$ cat src/pttc_defs.svh
`ifndef PTTC_DEFS_SVH
`define PTTC_DEFS_SVH

// ----------------------------------------------------------------
// Unit counts and field widths.
// ----------------------------------------------------------------
`define PTTC_N_FIRE 3
`define PTTC_N_CAP 2
`define PTTC_N_PIN 2
`define PTTC_NS_W 30
`define PTTC_CNT_W 4
`define PTTC_ST_W 8
`define PTTC_FIDX_NONE 2'h3
`define PTTC_CNT_ONE 4'h1

// ----------------------------------------------------------------
// Register byte offsets.
// ----------------------------------------------------------------
`define PTTC_OFS_INDEX 12'h520
`define PTTC_OFS_CTRL 12'h52C
`define PTTC_OFS_TNS 12'h530
`define PTTC_OFS_TSEC 12'h534
`define PTTC_OFS_NOTIFY 12'h538
`define PTTC_OFS_ISTAT 12'h540
`define PTTC_OFS_ICLR 12'h544
`define PTTC_OFS_IEN 12'h548
`define PTTC_OFS_CSTAT 12'h54C

// ----------------------------------------------------------------
// Field positions.
// ----------------------------------------------------------------
`define PTTC_IDX_CAP 8
`define PTTC_IDX_PIN 16
`define PTTC_B_OSEL 8
`define PTTC_B_PIN_IN 7
`define PTTC_B_DIR 6
`define PTTC_B_CIE 5
`define PTTC_B_ACT 4
`define PTTC_B_FEN 3
`define PTTC_B_FRST 2
`define PTTC_B_CEN 1
`define PTTC_B_CRST 0
`define PTTC_B_NOTIFY 24
`define PTTC_B_RDY 4
`define PTTC_B_OVFL 5
`define PTTC_ST_DONE 0
`define PTTC_ST_ERR 3
`define PTTC_ST_CAP 6

`endif

$ cat src/pttc_pkg.sv
`include "pttc_defs.svh"

package pttc_pkg;

  // State of one trigger (fire) unit.
  typedef struct packed {
    logic en;
    logic err;
    logic chk;
    logic fire;
    logic done_ev;
    logic err_ev;
    logic [`PTTC_NS_W-1:0] tns;
    logic [31:0] tsec;
  } pttc_fire_t;

  // State of one timestamp (capture) unit.
  typedef struct packed {
    logic en;
    logic int_en;
    logic rdy;
    logic ovfl;
    logic [`PTTC_CNT_W-1:0] cnt;
    logic ev;
  } pttc_cap_t;

  // State of the register block and pin logic.
  typedef struct packed {
    logic [1:0] fidx;
    logic cidx;
    logic pidx;
    logic [`PTTC_N_PIN-1:0] dir;
    logic [`PTTC_N_PIN-1:0] osel;
    logic [`PTTC_N_PIN-1:0] s1;
    logic [`PTTC_N_PIN-1:0] s2;
    logic [`PTTC_N_PIN-1:0] s3;
    logic [`PTTC_N_PIN-1:0] lvl;
    logic [`PTTC_N_PIN-1:0] lvl_d;
    logic [`PTTC_N_PIN-1:0] fire_d;
    logic [`PTTC_N_PIN-1:0] pout;
    logic [`PTTC_N_PIN-1:0] poe_n;
    logic [`PTTC_N_FIRE-1:0] notify;
    logic [`PTTC_ST_W-1:0] ists;
    logic [`PTTC_ST_W-1:0] ien;
    logic ack;
    logic [31:0] rdat;
    logic irq;
  } pttc_top_t;

endpackage : pttc_pkg

$ cat src/pttc_fire_unit.sv
`timescale 1ns/1ps
`include "pttc_defs.svh"

module pttc_fire_unit (
  // Clock and reset.
  input wire logic clk,
  input wire logic srst,
  // Register strobes and write data.
  input wire logic en_wr,
  input wire logic en_val,
  input wire logic soft_rst,
  input wire logic tns_wr,
  input wire logic tsec_wr,
  input wire logic [31:0] wdata,
  input wire logic [31:0] wmask,
  input wire logic notify,
  // Running system time.
  input wire logic [31:0] sys_sec,
  input wire logic [`PTTC_NS_W-1:0] sys_ns,
  // Unit state.
  output logic en,
  output logic active,
  output logic fire,
  output logic done_ev,
  output logic err_ev,
  output logic [`PTTC_NS_W-1:0] tns,
  output logic [31:0] tsec
);
  import pttc_pkg::*;

  pttc_fire_t q; // Registered state.
  pttc_fire_t n; // Next state.
  logic reached; // System time at or past the target.
  logic late; // System time strictly past the target.

  assign reached = {sys_sec, sys_ns} >= {q.tsec, q.tns};
  assign late = {sys_sec, sys_ns} > {q.tsec, q.tns};

  // ----------------------------------------------------------------
  // Next-state logic.
  // ----------------------------------------------------------------
  // Target writes merge byte lanes; the enable is checked for a late
  // target once, in the cycle after it is written to one.
  always_comb begin
    n = q;
    n.fire = 1'h0;
    n.done_ev = 1'h0;
    n.err_ev = 1'h0;
    n.chk = 1'h0;
    if (tns_wr) begin
      n.tns = (q.tns & ~wmask[`PTTC_NS_W-1:0]) | (wdata[`PTTC_NS_W-1:0] & wmask[`PTTC_NS_W-1:0]);
    end
    if (tsec_wr) begin
      n.tsec = (q.tsec & ~wmask) | (wdata & wmask);
    end
    if (en_wr) begin
      n.en = en_val;
      n.chk = en_val;
      if (!en_val) begin
        n.err = 1'h0;
      end
    end else if (q.en && !q.err) begin
      if (q.chk && notify && late) begin
        n.err = 1'h1;
        n.err_ev = 1'h1;
      end else if (reached) begin
        n.en = 1'h0;
        n.fire = 1'h1;
        n.done_ev = notify;
      end
    end
    if (soft_rst) begin
      n = '0;
    end
  end

  // ----------------------------------------------------------------
  // State register.
  // ----------------------------------------------------------------
  always_ff @(posedge clk) begin
    if (srst) begin
      q <= '0;
    end else begin
      q <= n;
    end
  end

  assign en = q.en;
  assign active = q.en & ~q.err;
  assign fire = q.fire;
  assign done_ev = q.done_ev;
  assign err_ev = q.err_ev;
  assign tns = q.tns;
  assign tsec = q.tsec;

endmodule : pttc_fire_unit

$ cat src/pttc_cap_unit.sv
`timescale 1ns/1ps
`include "pttc_defs.svh"

module pttc_cap_unit (
  // Clock and reset.
  input wire logic clk,
  input wire logic srst,
  // Register strobes.
  input wire logic en_wr,
  input wire logic en_val,
  input wire logic ie_wr,
  input wire logic ie_val,
  input wire logic soft_rst,
  // Qualified input edge of the unit's pin.
  input wire logic pin_edge,
  // Unit state.
  output logic en,
  output logic int_en,
  output logic rdy,
  output logic ovfl,
  output logic [`PTTC_CNT_W-1:0] cnt,
  output logic ev
);
  import pttc_pkg::*;

  pttc_cap_t q; // Registered state.
  pttc_cap_t n; // Next state.

  // ----------------------------------------------------------------
  // Next-state logic.
  // ----------------------------------------------------------------
  // An edge in the same cycle as an enable write counts only if the unit was already enabled; a soft reset in that cycle drops it.
  always_comb begin
    n = q;
    n.ev = 1'h0;
    if (ie_wr) begin
      n.int_en = ie_val;
    end
    if (en_wr) begin
      n.en = en_val;
      if (en_val) begin
        n.cnt = '0;
      end else begin
        n.rdy = 1'h0;
        n.ovfl = 1'h0;
      end
    end
    if (q.en && pin_edge) begin
      n.rdy = 1'h1;
      n.ev = q.int_en;
      if (&n.cnt) begin
        n.ovfl = 1'h1;
      end else begin
        n.cnt = n.cnt + `PTTC_CNT_ONE;
      end
    end
    if (soft_rst) begin
      n = '0;
    end
  end

  // ----------------------------------------------------------------
  // State register.
  // ----------------------------------------------------------------
  always_ff @(posedge clk) begin
    if (srst) begin
      q <= '0;
    end else begin
      q <= n;
    end
  end

  assign en = q.en;
  assign int_en = q.int_en;
  assign rdy = q.rdy;
  assign ovfl = q.ovfl;
  assign cnt = q.cnt;
  assign ev = q.ev;

endmodule : pttc_cap_unit

$ cat src/pttc_top.sv
// Chosen here: register access over Wishbone.
`timescale 1ns/1ps
`include "pttc_defs.svh"

// Behaviour
// - Index selects trigger, timestamp and pin units.
// - Output select: direct or extra-flopped pin drive.
// - Bit 7 reads the indexed pin level.
// - Bit 6: 1 pin input, 0 output.
// - Bit 5 gates timestamp unit interrupt.
// - Bit 4 reads trigger active without error.
// - Bit 3 enables trigger; clears on firing.
// - Bit 2 soft-resets the indexed trigger unit.
// - Timestamp enable one clears event counter.
// - Timestamp enable zero clears ready, overflow.
// - Bit 0 soft-resets the indexed timestamp unit.
// - Thirty-bit nanosecond target, top bits zero.
// - Thirty-two-bit seconds target, reset zero.
// - Done, error reported only with notify set.
// - Late target flags error; enable zero clears.
module pttc_top (
  // Clock and reset.
  input wire logic CLK,
  input wire logic SRST,
  // Wishbone slave.
  input wire logic WB_CYC_I,
  input wire logic WB_STB_I,
  input wire logic WB_WE_I,
  input wire logic [11:0] WB_ADR_I,
  input wire logic [3:0] WB_SEL_I,
  input wire logic [31:0] WB_DAT_I,
  output logic [31:0] WB_DAT_O,
  output logic WB_ACK_O,
  // System time from the local clock logic.
  input wire logic [31:0] SYS_SEC,
  input wire logic [`PTTC_NS_W-1:0] SYS_NS,
  // Event pins, split into input, output and enable.
  input wire logic [`PTTC_N_PIN-1:0] PIN_IN,
  output logic [`PTTC_N_PIN-1:0] PIN_OUT,
  output logic [`PTTC_N_PIN-1:0] PIN_OE_N,
  // Interrupt.
  output logic IRQ
);
  import pttc_pkg::*;

  // ----------------------------------------------------------------
  // Declarations.
  // ----------------------------------------------------------------
  pttc_top_t q; // Registered state.
  pttc_top_t n; // Next state.

  logic req; // New bus request this cycle.
  logic wr; // New write request.
  logic [11:0] wa; // Word-aligned byte address.
  logic [31:0] m; // Byte-lane mask.
  logic [31:0] wd; // Masked write data.
  logic hit_ctrl; // Write to the control and status register.
  logic fv; // Trigger index names an existing unit.
  logic [1:0] fi; // Safe trigger index.

  logic [`PTTC_N_FIRE-1:0] f_sel; // Trigger unit chosen by the index.
  logic [`PTTC_N_FIRE-1:0] f_en_wr; // Trigger enable written.
  logic [`PTTC_N_FIRE-1:0] f_srst; // Trigger soft reset.
  logic [`PTTC_N_FIRE-1:0] f_tns_wr; // Nanosecond target written.
  logic [`PTTC_N_FIRE-1:0] f_tsec_wr; // Seconds target written.
  logic [`PTTC_N_FIRE-1:0] f_en; // Trigger enabled.
  logic [`PTTC_N_FIRE-1:0] f_act; // Trigger active.
  logic [`PTTC_N_FIRE-1:0] f_fire; // Trigger fire pulse.
  logic [`PTTC_N_FIRE-1:0] f_done; // Reported done event.
  logic [`PTTC_N_FIRE-1:0] f_err; // Reported error event.
  logic [`PTTC_NS_W-1:0] f_tns [`PTTC_N_FIRE]; // Nanosecond targets.
  logic [31:0] f_tsec [`PTTC_N_FIRE]; // Seconds targets.

  logic [`PTTC_N_CAP-1:0] c_sel; // Timestamp unit chosen by the index.
  logic [`PTTC_N_CAP-1:0] c_en_wr; // Timestamp enable written.
  logic [`PTTC_N_CAP-1:0] c_ie_wr; // Interrupt enable written.
  logic [`PTTC_N_CAP-1:0] c_srst; // Timestamp soft reset.
  logic [`PTTC_N_CAP-1:0] c_edge; // Qualified input edge.
  logic [`PTTC_N_CAP-1:0] c_en; // Timestamp enabled.
  logic [`PTTC_N_CAP-1:0] c_ie; // Timestamp interrupt enabled.
  logic [`PTTC_N_CAP-1:0] c_rdy; // Capture ready.
  logic [`PTTC_N_CAP-1:0] c_ovfl; // Count overflow.
  logic [`PTTC_N_CAP-1:0] c_ev; // Interrupt event.
  logic [`PTTC_CNT_W-1:0] c_cnt [`PTTC_N_CAP]; // Event counts.

  logic [`PTTC_N_PIN-1:0] pin_src; // Fire pulses routed to each pin.
  logic [`PTTC_N_PIN-1:0] pin_rise; // Filtered rising edge per pin.

  // ----------------------------------------------------------------
  // Bus decode.
  // ----------------------------------------------------------------
  // A request is taken once; the ack flop blocks a second take.
  assign req = WB_CYC_I & WB_STB_I & ~q.ack;
  assign wr = req & WB_WE_I;
  assign wa = {WB_ADR_I[11:2], 2'h0};
  assign m = {{8{WB_SEL_I[3]}}, {8{WB_SEL_I[2]}}, {8{WB_SEL_I[1]}}, {8{WB_SEL_I[0]}}};
  assign wd = WB_DAT_I & m;
  assign hit_ctrl = wr && (wa == `PTTC_OFS_CTRL);
  assign fv = q.fidx != `PTTC_FIDX_NONE;
  assign fi = fv ? q.fidx : 2'h0;

  // Pin 0 carries trigger units 0 and 2, pin 1 carries unit 1.
  assign pin_src = {f_fire[1], f_fire[0] | f_fire[2]};
  assign pin_rise = q.lvl & ~q.lvl_d;

  // ----------------------------------------------------------------
  // Trigger units.
  // ----------------------------------------------------------------
  for (genvar i = 0; i < `PTTC_N_FIRE; i++) begin : g_fire
    // Strobes reach only the unit named by the trigger index.
    assign f_sel[i] = q.fidx == 2'(i);
    assign f_en_wr[i] = hit_ctrl & f_sel[i] & m[`PTTC_B_FEN];
    assign f_srst[i] = hit_ctrl & f_sel[i] & wd[`PTTC_B_FRST];
    assign f_tns_wr[i] = wr & (wa == `PTTC_OFS_TNS) & f_sel[i];
    assign f_tsec_wr[i] = wr & (wa == `PTTC_OFS_TSEC) & f_sel[i];

    pttc_fire_unit u_fire (
      .clk(CLK),
      .srst(SRST),
      .en_wr(f_en_wr[i]),
      .en_val(WB_DAT_I[`PTTC_B_FEN]),
      .soft_rst(f_srst[i]),
      .tns_wr(f_tns_wr[i]),
      .tsec_wr(f_tsec_wr[i]),
      .wdata(WB_DAT_I),
      .wmask(m),
      .notify(q.notify[i]),
      .sys_sec(SYS_SEC),
      .sys_ns(SYS_NS),
      .en(f_en[i]),
      .active(f_act[i]),
      .fire(f_fire[i]),
      .done_ev(f_done[i]),
      .err_ev(f_err[i]),
      .tns(f_tns[i]),
      .tsec(f_tsec[i])
    );
  end

  // ----------------------------------------------------------------
  // Timestamp units.
  // ----------------------------------------------------------------
  for (genvar j = 0; j < `PTTC_N_CAP; j++) begin : g_cap
    assign c_sel[j] = q.cidx == 1'(j);
    assign c_en_wr[j] = hit_ctrl & c_sel[j] & m[`PTTC_B_CEN];
    assign c_ie_wr[j] = hit_ctrl & c_sel[j] & m[`PTTC_B_CIE];
    assign c_srst[j] = hit_ctrl & c_sel[j] & wd[`PTTC_B_CRST];
    // Only a pin set as an input feeds its timestamp unit.
    assign c_edge[j] = pin_rise[j] & q.dir[j];

    pttc_cap_unit u_cap (
      .clk(CLK),
      .srst(SRST),
      .en_wr(c_en_wr[j]),
      .en_val(WB_DAT_I[`PTTC_B_CEN]),
      .ie_wr(c_ie_wr[j]),
      .ie_val(WB_DAT_I[`PTTC_B_CIE]),
      .soft_rst(c_srst[j]),
      .pin_edge(c_edge[j]),
      .en(c_en[j]),
      .int_en(c_ie[j]),
      .rdy(c_rdy[j]),
      .ovfl(c_ovfl[j]),
      .cnt(c_cnt[j]),
      .ev(c_ev[j])
    );
  end

  // ----------------------------------------------------------------
  // Next-state logic.
  // ----------------------------------------------------------------
  // Fills the bus answer, register writes, pin path and interrupt.
  always_comb begin
    logic [31:0] rd;
    logic [`PTTC_ST_W-1:0] set;
    logic [`PTTC_ST_W-1:0] clr;
    rd = '0;
    set = '0;
    clr = '0;
    n = q;

    // Bus answer: one ack per request, unmapped reads return zero.
    n.ack = req;
    case (wa)
      `PTTC_OFS_INDEX: begin
        rd[1:0] = q.fidx;
        rd[`PTTC_IDX_CAP] = q.cidx;
        rd[`PTTC_IDX_PIN] = q.pidx;
      end
      `PTTC_OFS_CTRL: begin
        // Upper bits stay zero.
        rd[`PTTC_B_OSEL] = q.osel[q.pidx];
        rd[`PTTC_B_PIN_IN] = q.lvl[q.pidx];
        rd[`PTTC_B_DIR] = q.dir[q.pidx];
        rd[`PTTC_B_CIE] = c_ie[q.cidx];
        rd[`PTTC_B_ACT] = fv & f_act[fi];
        rd[`PTTC_B_FEN] = fv & f_en[fi];
        rd[`PTTC_B_CEN] = c_en[q.cidx];
      end
      `PTTC_OFS_TNS: begin
        rd[`PTTC_NS_W-1:0] = fv ? f_tns[fi] : '0;
      end
      `PTTC_OFS_TSEC: begin
        rd = fv ? f_tsec[fi] : '0;
      end
      `PTTC_OFS_NOTIFY: begin
        rd[`PTTC_B_NOTIFY] = fv & q.notify[fi];
      end
      `PTTC_OFS_ISTAT: begin
        rd[`PTTC_ST_W-1:0] = q.ists;
      end
      `PTTC_OFS_IEN: begin
        rd[`PTTC_ST_W-1:0] = q.ien;
      end
      `PTTC_OFS_CSTAT: begin
        rd[`PTTC_CNT_W-1:0] = c_cnt[q.cidx];
        rd[`PTTC_B_RDY] = c_rdy[q.cidx];
        rd[`PTTC_B_OVFL] = c_ovfl[q.cidx];
      end
      default: begin
        rd = '0;
      end
    endcase
    if (req && !WB_WE_I) begin
      n.rdat = rd;
    end

    // Register writes, byte lane by byte lane.
    if (wr) begin
      case (wa)
        `PTTC_OFS_INDEX: begin
          if (m[0]) begin
            n.fidx = wd[1:0];
          end
          if (m[`PTTC_IDX_CAP]) begin
            n.cidx = wd[`PTTC_IDX_CAP];
          end
          if (m[`PTTC_IDX_PIN]) begin
            n.pidx = wd[`PTTC_IDX_PIN];
          end
        end
        `PTTC_OFS_CTRL: begin
          if (m[`PTTC_B_OSEL]) begin
            n.osel[q.pidx] = wd[`PTTC_B_OSEL];
          end
          if (m[`PTTC_B_DIR]) begin
            n.dir[q.pidx] = wd[`PTTC_B_DIR];
          end
        end
        `PTTC_OFS_NOTIFY: begin
          if (fv && m[`PTTC_B_NOTIFY]) begin
            n.notify[fi] = wd[`PTTC_B_NOTIFY];
          end
        end
        `PTTC_OFS_ICLR: begin
          clr = wd[`PTTC_ST_W-1:0];
        end
        `PTTC_OFS_IEN: begin
          n.ien = (q.ien & ~m[`PTTC_ST_W-1:0]) | wd[`PTTC_ST_W-1:0];
        end
        default: begin
          n.ien = q.ien;
        end
      endcase
    end

    // Writing a trigger enable to zero drops its error status.
    for (int k = 0; k < `PTTC_N_FIRE; k++) begin
      if (f_en_wr[k] && !WB_DAT_I[`PTTC_B_FEN]) begin
        clr[`PTTC_ST_ERR + k] = 1'h1;
      end
    end
    // A trigger soft reset returns its notify bit to default.
    n.notify = n.notify & ~f_srst;

    // Sticky status: a new event wins over a clear in the same cycle.
    set[`PTTC_ST_DONE +: `PTTC_N_FIRE] = f_done;
    set[`PTTC_ST_ERR +: `PTTC_N_FIRE] = f_err;
    set[`PTTC_ST_CAP +: `PTTC_N_CAP] = c_ev;
    n.ists = (q.ists & ~clr) | set;
    n.irq = |(q.ists & q.ien);

    // Pin input: three flops, a change counts once s2 and s3 agree.
    n.s1 = PIN_IN;
    n.s2 = q.s1;
    n.s3 = q.s2;
    n.lvl = (q.lvl & (q.s2 ^ q.s3)) | (q.s3 & ~(q.s2 ^ q.s3));
    n.lvl_d = q.lvl;

    // Pin output: direct source, or one more flop when select is zero.
    n.fire_d = pin_src;
    n.pout = (q.osel & pin_src) | (~q.osel & q.fire_d);
    n.poe_n = q.dir;
  end

  // ----------------------------------------------------------------
  // State register.
  // ----------------------------------------------------------------
  always_ff @(posedge CLK) begin
    if (SRST) begin
      q <= '0;
    end else begin
      q <= n;
    end
  end

  // ----------------------------------------------------------------
  // Outputs, all straight from flops.
  // ----------------------------------------------------------------
  assign WB_DAT_O = q.rdat;
  assign WB_ACK_O = q.ack;
  assign PIN_OUT = q.pout;
  assign PIN_OE_N = q.poe_n;
  assign IRQ = q.irq;

endmodule : pttc_top

$ cat config.mk
export PLATFORM = sky130hd
export DESIGN_NAME = pttc_top
export DESIGN_NICKNAME = d
export VERILOG_FILES = /design/src/pttc_pkg.sv /design/src/pttc_fire_unit.sv /design/src/pttc_cap_unit.sv /design/src/pttc_top.sv
export VERILOG_INCLUDE_DIRS = /design/src
export SDC_FILE = /design/constraint.sdc
export NUM_CORES = 1
export LEC_CHECK = 0
export ABC_CLOCK_PERIOD_IN_PS = 5500
export BUFFER_PORTS_ARGS = -buffer_cell sky130_fd_sc_hd__buf_2
export CAP_MARGIN = 20
export CORE_MARGIN = 10
export CORE_UTILIZATION = 31
export CTS_CLUSTER_DIAMETER = 150
export CTS_CLUSTER_SIZE = 12
export DETAILED_ROUTE_END_ITERATION = 8
export PLACE_DENSITY_LB_ADDON = 0.12
export SLEW_MARGIN = 20
export SYNTH_ARGS = -nofsm -noshare
export SYNTH_HDL_FRONTEND = slang
export SYNTH_SLANG_ARGS = --single-unit
$ cat constraint.sdc
create_clock -name CLK -period 5.5 [get_ports CLK]
set_input_delay 0.55 -clock CLK [delete_from_list [all_inputs] [get_ports CLK]]
set_output_delay 0.55 -clock CLK [all_outputs]
set_load 0.01 [all_outputs]
# After elaboration in Yosys (flattened, before gate mapping)
# Index checks and enable logic that the tools add are counted.
# word_totals
elab_cells,344
ff_bits,299
output_inout_bits,38
# classes
muxes,93
n_addsub,2
eq_ne,20
n_bitwise,89
n_reduce_logical,72
order_cmp,13
# op_table
op,count
$ge A62 B62 Y1,3
$gt A62 B62 Y1,3
$and A32 B32 Y32,4
$and A30 B30 Y30,4
$mux W32,3
$or A32 B32 Y32,3
$eq A10 B9 Y1 const B,9
$mux W30,3
$or A30 B30 Y30,3
$bmux W32 S2,1
$bmux W30 S2,1
$mux W1,37
$and A1 B1 Y1,34
$reduce_and A3 Y1,11
$not A32 Y32,1
$not A30 Y30,1
$mux W4,7
$pmux W7 S2,2
$mux W2,13
$and A8 B8 Y8,3
$reduce_bool A2 Y1,11
$logic_and A1 B1 Y1,19
$pmux W3 S6,1
$reduce_or A6 Y1,3
other kinds (48),109

# Longest topological paths before layout
# depth
depth_word,11
depth_mapped,12
ltp_nobuf,12

# Modules after synthesis
# From an unflattened synthesis, not the netlist that was laid out.
# hier_totals
hier_cells,2657
hier_area_um2,20312.0
# by_module_without_submodules
module,area_each_um2,n_inst,cells_each
pttc_fire_unit,4710.8,3,645
pttc_top,5321.4,1,626
pttc_cap_unit,429.2,2,48

# Worst setup path before layout
# OpenSTA, ideal clock, no wires.
# synth_path
kind,input-to-reg
start,in WB_ADR_I[7]
end,reg g_cap[1].u_cap.q (netlist bit g_cap[1].u_cap.cnt[0])
required_time_ns,5.386
path_stages,10
arrival_time_ns,2.799
path_slack_ns,2.587
path_buffers,0
path_cell_list,or3b_1 > or2_1 > or3_4 > nor2_8 > nand3_4 > and2_1 > ha_1 > a41o_1 > xnor2_1 > and2b_1
# synth_via
elab_chain_len,8
word_cells_on_any_way,11
# synth_lines
element,line_no,rtl
from (decl),pttc_top.sv:29,"input wire logic [11:0] WB_ADR_I,"
$eq A10 B9 Y1 (*),n/a,
$logic_and A1 B1 Y1 (*),pttc_top.sv:98,assign hit_ctrl = wr && (wa == `PTTC_OFS_CTRL);
$and A1 B1 Y1 (*),"pttc_top.sv:145, pttc_top.sv:147",
$and A1 B1 Y1,pttc_top.sv:145,assign c_en_wr[j] = hit_ctrl & c_sel[j] & m[`PTTC_B_CEN];
$mux W6,pttc_cap_unit.sv:39,if (en_wr) begin
$add A4 B1 Y4 (no line) or $reduce_and A4 Y1 (tied branches),n/a,
$mux W4,pttc_cap_unit.sv:51,if (&n.cnt) begin
$mux W7,pttc_cap_unit.sv:48,if (q.en && pin_edge) begin
to (signal assigned),pttc_cap_unit.sv:69,q <= n;
to (decl),pttc_cap_unit.sv:26,pttc_cap_t q;
# Mark *: on every way between the ends. The rest lies on a longest branch, timed or not. The select of a mux whose other input is x is not followed.
# A chain may end at the register's enable or synchronous reset.

# Final worst setup path
# layout_path
start,in WB_ADR_I[2]
end,reg g_cap[0].u_cap.q (netlist bit g_cap[0].u_cap.cnt[0])
# layout_via
elab_chain_len,8
word_cells_on_any_way,11
# layout_lines
element,line_no
$eq A10 B9 Y1 (*),n/a
$logic_and A1 B1 Y1 (*),pttc_top.sv:98
$and A1 B1 Y1 (*),"pttc_top.sv:145, pttc_top.sv:147"
$and A1 B1 Y1,pttc_top.sv:145
$mux W6,pttc_cap_unit.sv:39
$add A4 B1 Y4 (no line) or $reduce_and A4 Y1 (tied branches),n/a
$mux W4,pttc_cap_unit.sv:51
$mux W7,pttc_cap_unit.sv:48
to (signal assigned),pttc_cap_unit.sv:69
to (decl),pttc_cap_unit.sv:26
# Marked as above.

==> impl_metrics.py <==
metrics = {
    "sta": {
        "hold_viol": 0,
        "rsz0062_at_grt": "no",
        "setup_violations": 0,
        "setup_slack_ns": 2.13,
        "tightestPinTransition_ns": 1.10,
        "fin_crit_ns": 3.37,
        "finClkSkew_ns": 0.0265,
        "setup_tns_ns": 0,
        "drv_slew": 0,
        "fmax_mhz": 297,
        "min_period_over_period": 0.612,
        "relSlewSlack": 0.264,
    },
    "grt": {
        "overflow": 0,
        "first_global_vias": 15300,
        "grt_first_pass_wirelength_um": 96400,
        "grtUsageTotal": 0.186,
        "antenna_found_initial": 5,
        "grt_max_degree": 65,
    },
    "cells_and_area": {
        "finalInstanceArea_um2": 19800,
        "area_growth_syn_to_layout_pct": 10.9,
        "final_nets": 2468,
        "fin_util": 0.349,
        "layout-drive-gt1-share": 0.104,
    },
    "status": {
        "status": "completed",
    },
    "floorplan": {
        "die-area_um2": 67500,
        "io_pins": 155,
        "fp.dieH_um": 260,
        "die_width_um": 260,
        "num_rows": 87,
        "core-area_um2": 56700,
        "initial_utilization": 0.314,
    },
    "cts": {
        "htree_levels": 1,
        "clock_latency_ns": 0.59,
        "cts_made_buffers": 28,
        "path_clk_slew_ns": 0.06,
        "cts_hold_buffers": 0,
        "ctsRootBufferMaster": "clkbuf_16",
        "clockBufferDepth": 3,
        "cts.sinks": 299,
        "cts_setup_buffers": 0,
        "cts_tree": "done",
        "cts.repair.resized": 0,
    },
    "routing": {
        "num_vias": 15300,
        "drtAntennaViolNets": 0,
        "routed_via_density": 5.24,
        "wire_per_inst_um": 22.1,
        "wl_met2_um": 30700,
        "route.detailed.drc": 0,
        "drtIter0Drc": 840,
        "dr.pass1.iters": 5,
        "top_layer": "met5",
        "routed_wl_um": 64500,
        "routed-wl-met3_um": 3070,
        "routedLengthMet1_um": 29100,
    },
    "setup_path": {
        "cp-start-kind": "input pin",
        "critPathMaxFanout": 13,
        "crit_type": "in2reg",
        "cp_data_arrival_time_ns": 3.82,
        "cp_slowest_stage_delay_ns": 0.88,
        "r2r_end": "g_fire[1].u_fire.en$_SDFFE_PP0P_",
        "crit_path_end_kind": "flop",
        "reg2reg_depth": 10,
        "critPathMostFrequentCell": "nand2_1",
        "cp_slowest_cell": "nor4_1",
        "required_ns": 5.96,
        "r2r_setup_slack_ns": 2.30,
        "crit_chain": "buf_2 -> nand2_1 -> nor4_1 -> nand2_1 -> nor2_1 -> nand2_1 -> and2_1 -> ha_1 -> nand3_1 -> a21oi_1 -> a22oi_1 -> nor2_1",
    },
    "synth": {
        "yosysWarnings": 0,
        "synth-main-ff-cell": "dfxtp_1",
        "synthTopCellsByArea": "dfxtp_1 (34%), ha_1 (14%), mux2i_1 (14%)",
        "synth_compound_area_frac": 0.157,
        "avgSynthCellArea_um2": 8.54,
        "synth-edff-count": 0,
        "syn_nets": 2400,
        "synthMuxAreaShare": 0.138,
        "synthTopCellsByCount": "dfxtp_1 (299), nor2_1 (245), mux2i_1 (241)",
        "yosysTopAreaCellShare": 0.336,
        "synthesis.area_um2": 17800,
        "synthAdderAreaFrac": 0.136,
        "synth_most_common_cell": "dfxtp_1",
        "synthCells": 2089,
        "synth_top_family_by_area": "compound AO/OA/AOI/OAI gates",
        "yosys.area.top_type": "dfxtp_1",
        "synth-seq-cells": 299,
        "ys_seq_area_frac": 0.336,
        "synthSimpleGateAreaFrac": 0.153,
        "synthXorXnorAreaFrac": 0.000491,
        "synth_cell_types": 72,
        "async_flop_share": 0,
    },
    "place": {
        "placed_area_um2": 19000,
        "place.gp.congestion": 0.830,
        "place_hpwl_um": 48100,
        "io_buffers": 152,
        "place_ws_ns": 1.63,
    },
    "min_path": {
        "min_path_cells": 2,
        "hold_path_startpoint": "PIN_IN[1]",
        "min_to": "n[66]$_SDFF_PP0_",
        "min_path_type": "in2reg",
    },
    "pwr": {
        "leakagePower_nw": 8.00,
        "power.density_nw_per_um2": 218,
        "vdd_ir_drop_max_mv": 0.236,
    },
    "run": {
        "maxCapViolations": 0,
    },
}
-- layout by cell type, fill, tap and decap left out, drive strengths merged, types with 4 or more instances in the layout --
cell,count
nor4,10
o21ai,78
a22oi,34
inv,199
or3,6
dfxtp,299
mux2i,241
a221oi,8
ha,194
nand4,44
nor2b,19
nor2,249
and3,6
o22a,21
nand3b,4
a21o,48
or2,6
a31oi,4
and2,10
o22ai,34
clkbuf,29
a21oi,136
nand2b,14
a21boi,4
a211oi,10
buf,168
nor3,27
and4,5
nor3b,4
nand3,42
nand2,126
o211ai,5
a22o,22
-- worst max path at each step --
| stage | endpoint | slack, ns | from | cells after the start |
|---|---|---|---|---|
| 3_5_place_dp | g_cap[0].u_cap.cnt[0]$_SDFF_PP0_ | 1.63 | WB_ADR_I[2] | 12 |
| 6_report | g_cap[0].u_cap.cnt[0]$_SDFF_PP0_ | 2.13 | WB_ADR_I[2] | 12 |
| 2_1_floorplan | g_cap[1].u_cap.cnt[0]$_SDFF_PP0_ | 2.59 | WB_ADR_I[7] | 10 |
| 5_1_grt | g_cap[0].u_cap.cnt[0]$_SDFF_PP0_ | 1.90 | WB_ADR_I[3] | 12 |
| 3_3_place_gp | g_cap[0].u_cap.cnt[0]$_SDFF_PP0_ | 1.71 | WB_ADR_I[2] | 12 |
| 4_1_cts | g_cap[0].u_cap.cnt[0]$_SDFF_PP0_ | 2.25 | WB_ADR_I[2] | 12 |
-- through the flow --
| stage | hold WS [ns] | power (mW) | std cells |
|---|---|---|---|
| floorplan | 0.411 | 2.42 | 2089 |
| global placement | 0.423 | 2.59 | 2883 |
| detailed placement | 0.425 | 2.60 | 2883 |
| CTS | 0.139 | 4.38 | 2913 |
| global route | 0.195 | 4.49 | 2915 |
| finish | 0.183 | 4.32 | 2916 |
-- layout make-up --
class                   count  area [um^2]
diodes                      3         7.51
flip-flops and latches    299         5990
fillers                  5924        36900
multi-input cells        1461        10500
clock buffers              29          704
inverters                 199          747
well taps                 756          946
clock inverters             1         16.3
repair buffers            168          881
-- cell families after synthesis --
kind of cell / after synthesis
AOI/OAI and AO/OA: 437
and+or+nand+nor: 584
buffers and inverters: 329
xor gates and xnor gates: 1
DFF: 299
muxes: 245
adders and majority gates: 194
-- worst max-delay path, delay by kind of cell --
| family | cells | cell delay, ns |
|---|---|---|
| buf+inv | 1 | 0.29 |
| simple gates | 8 | 2.46 |
| compound gates | 2 | 0.31 |
| fa+ha+maj | 1 | 0.20 |
-- routing by layer --
layer	GRT usage	vias up
met3	0.0244	68
met4	0.0513	4
met1	0.241	7378
li1	-	7449
met2	0.318	390
met5	0	-
-- where the power goes --
part | internal [mW] | switching [mW] | total [mW] | leakage, nW
combinational | 0.133 | 0.250 | 0.383 | 5.24
sequential | 2.17 | 0.00175 | 2.17 | 2.41
clock | 0.898 | 0.865 | 1.76 | 0.353
total | 3.20 | 1.12 | 4.32 | 8.00
(Power assumes the default switching activity.)
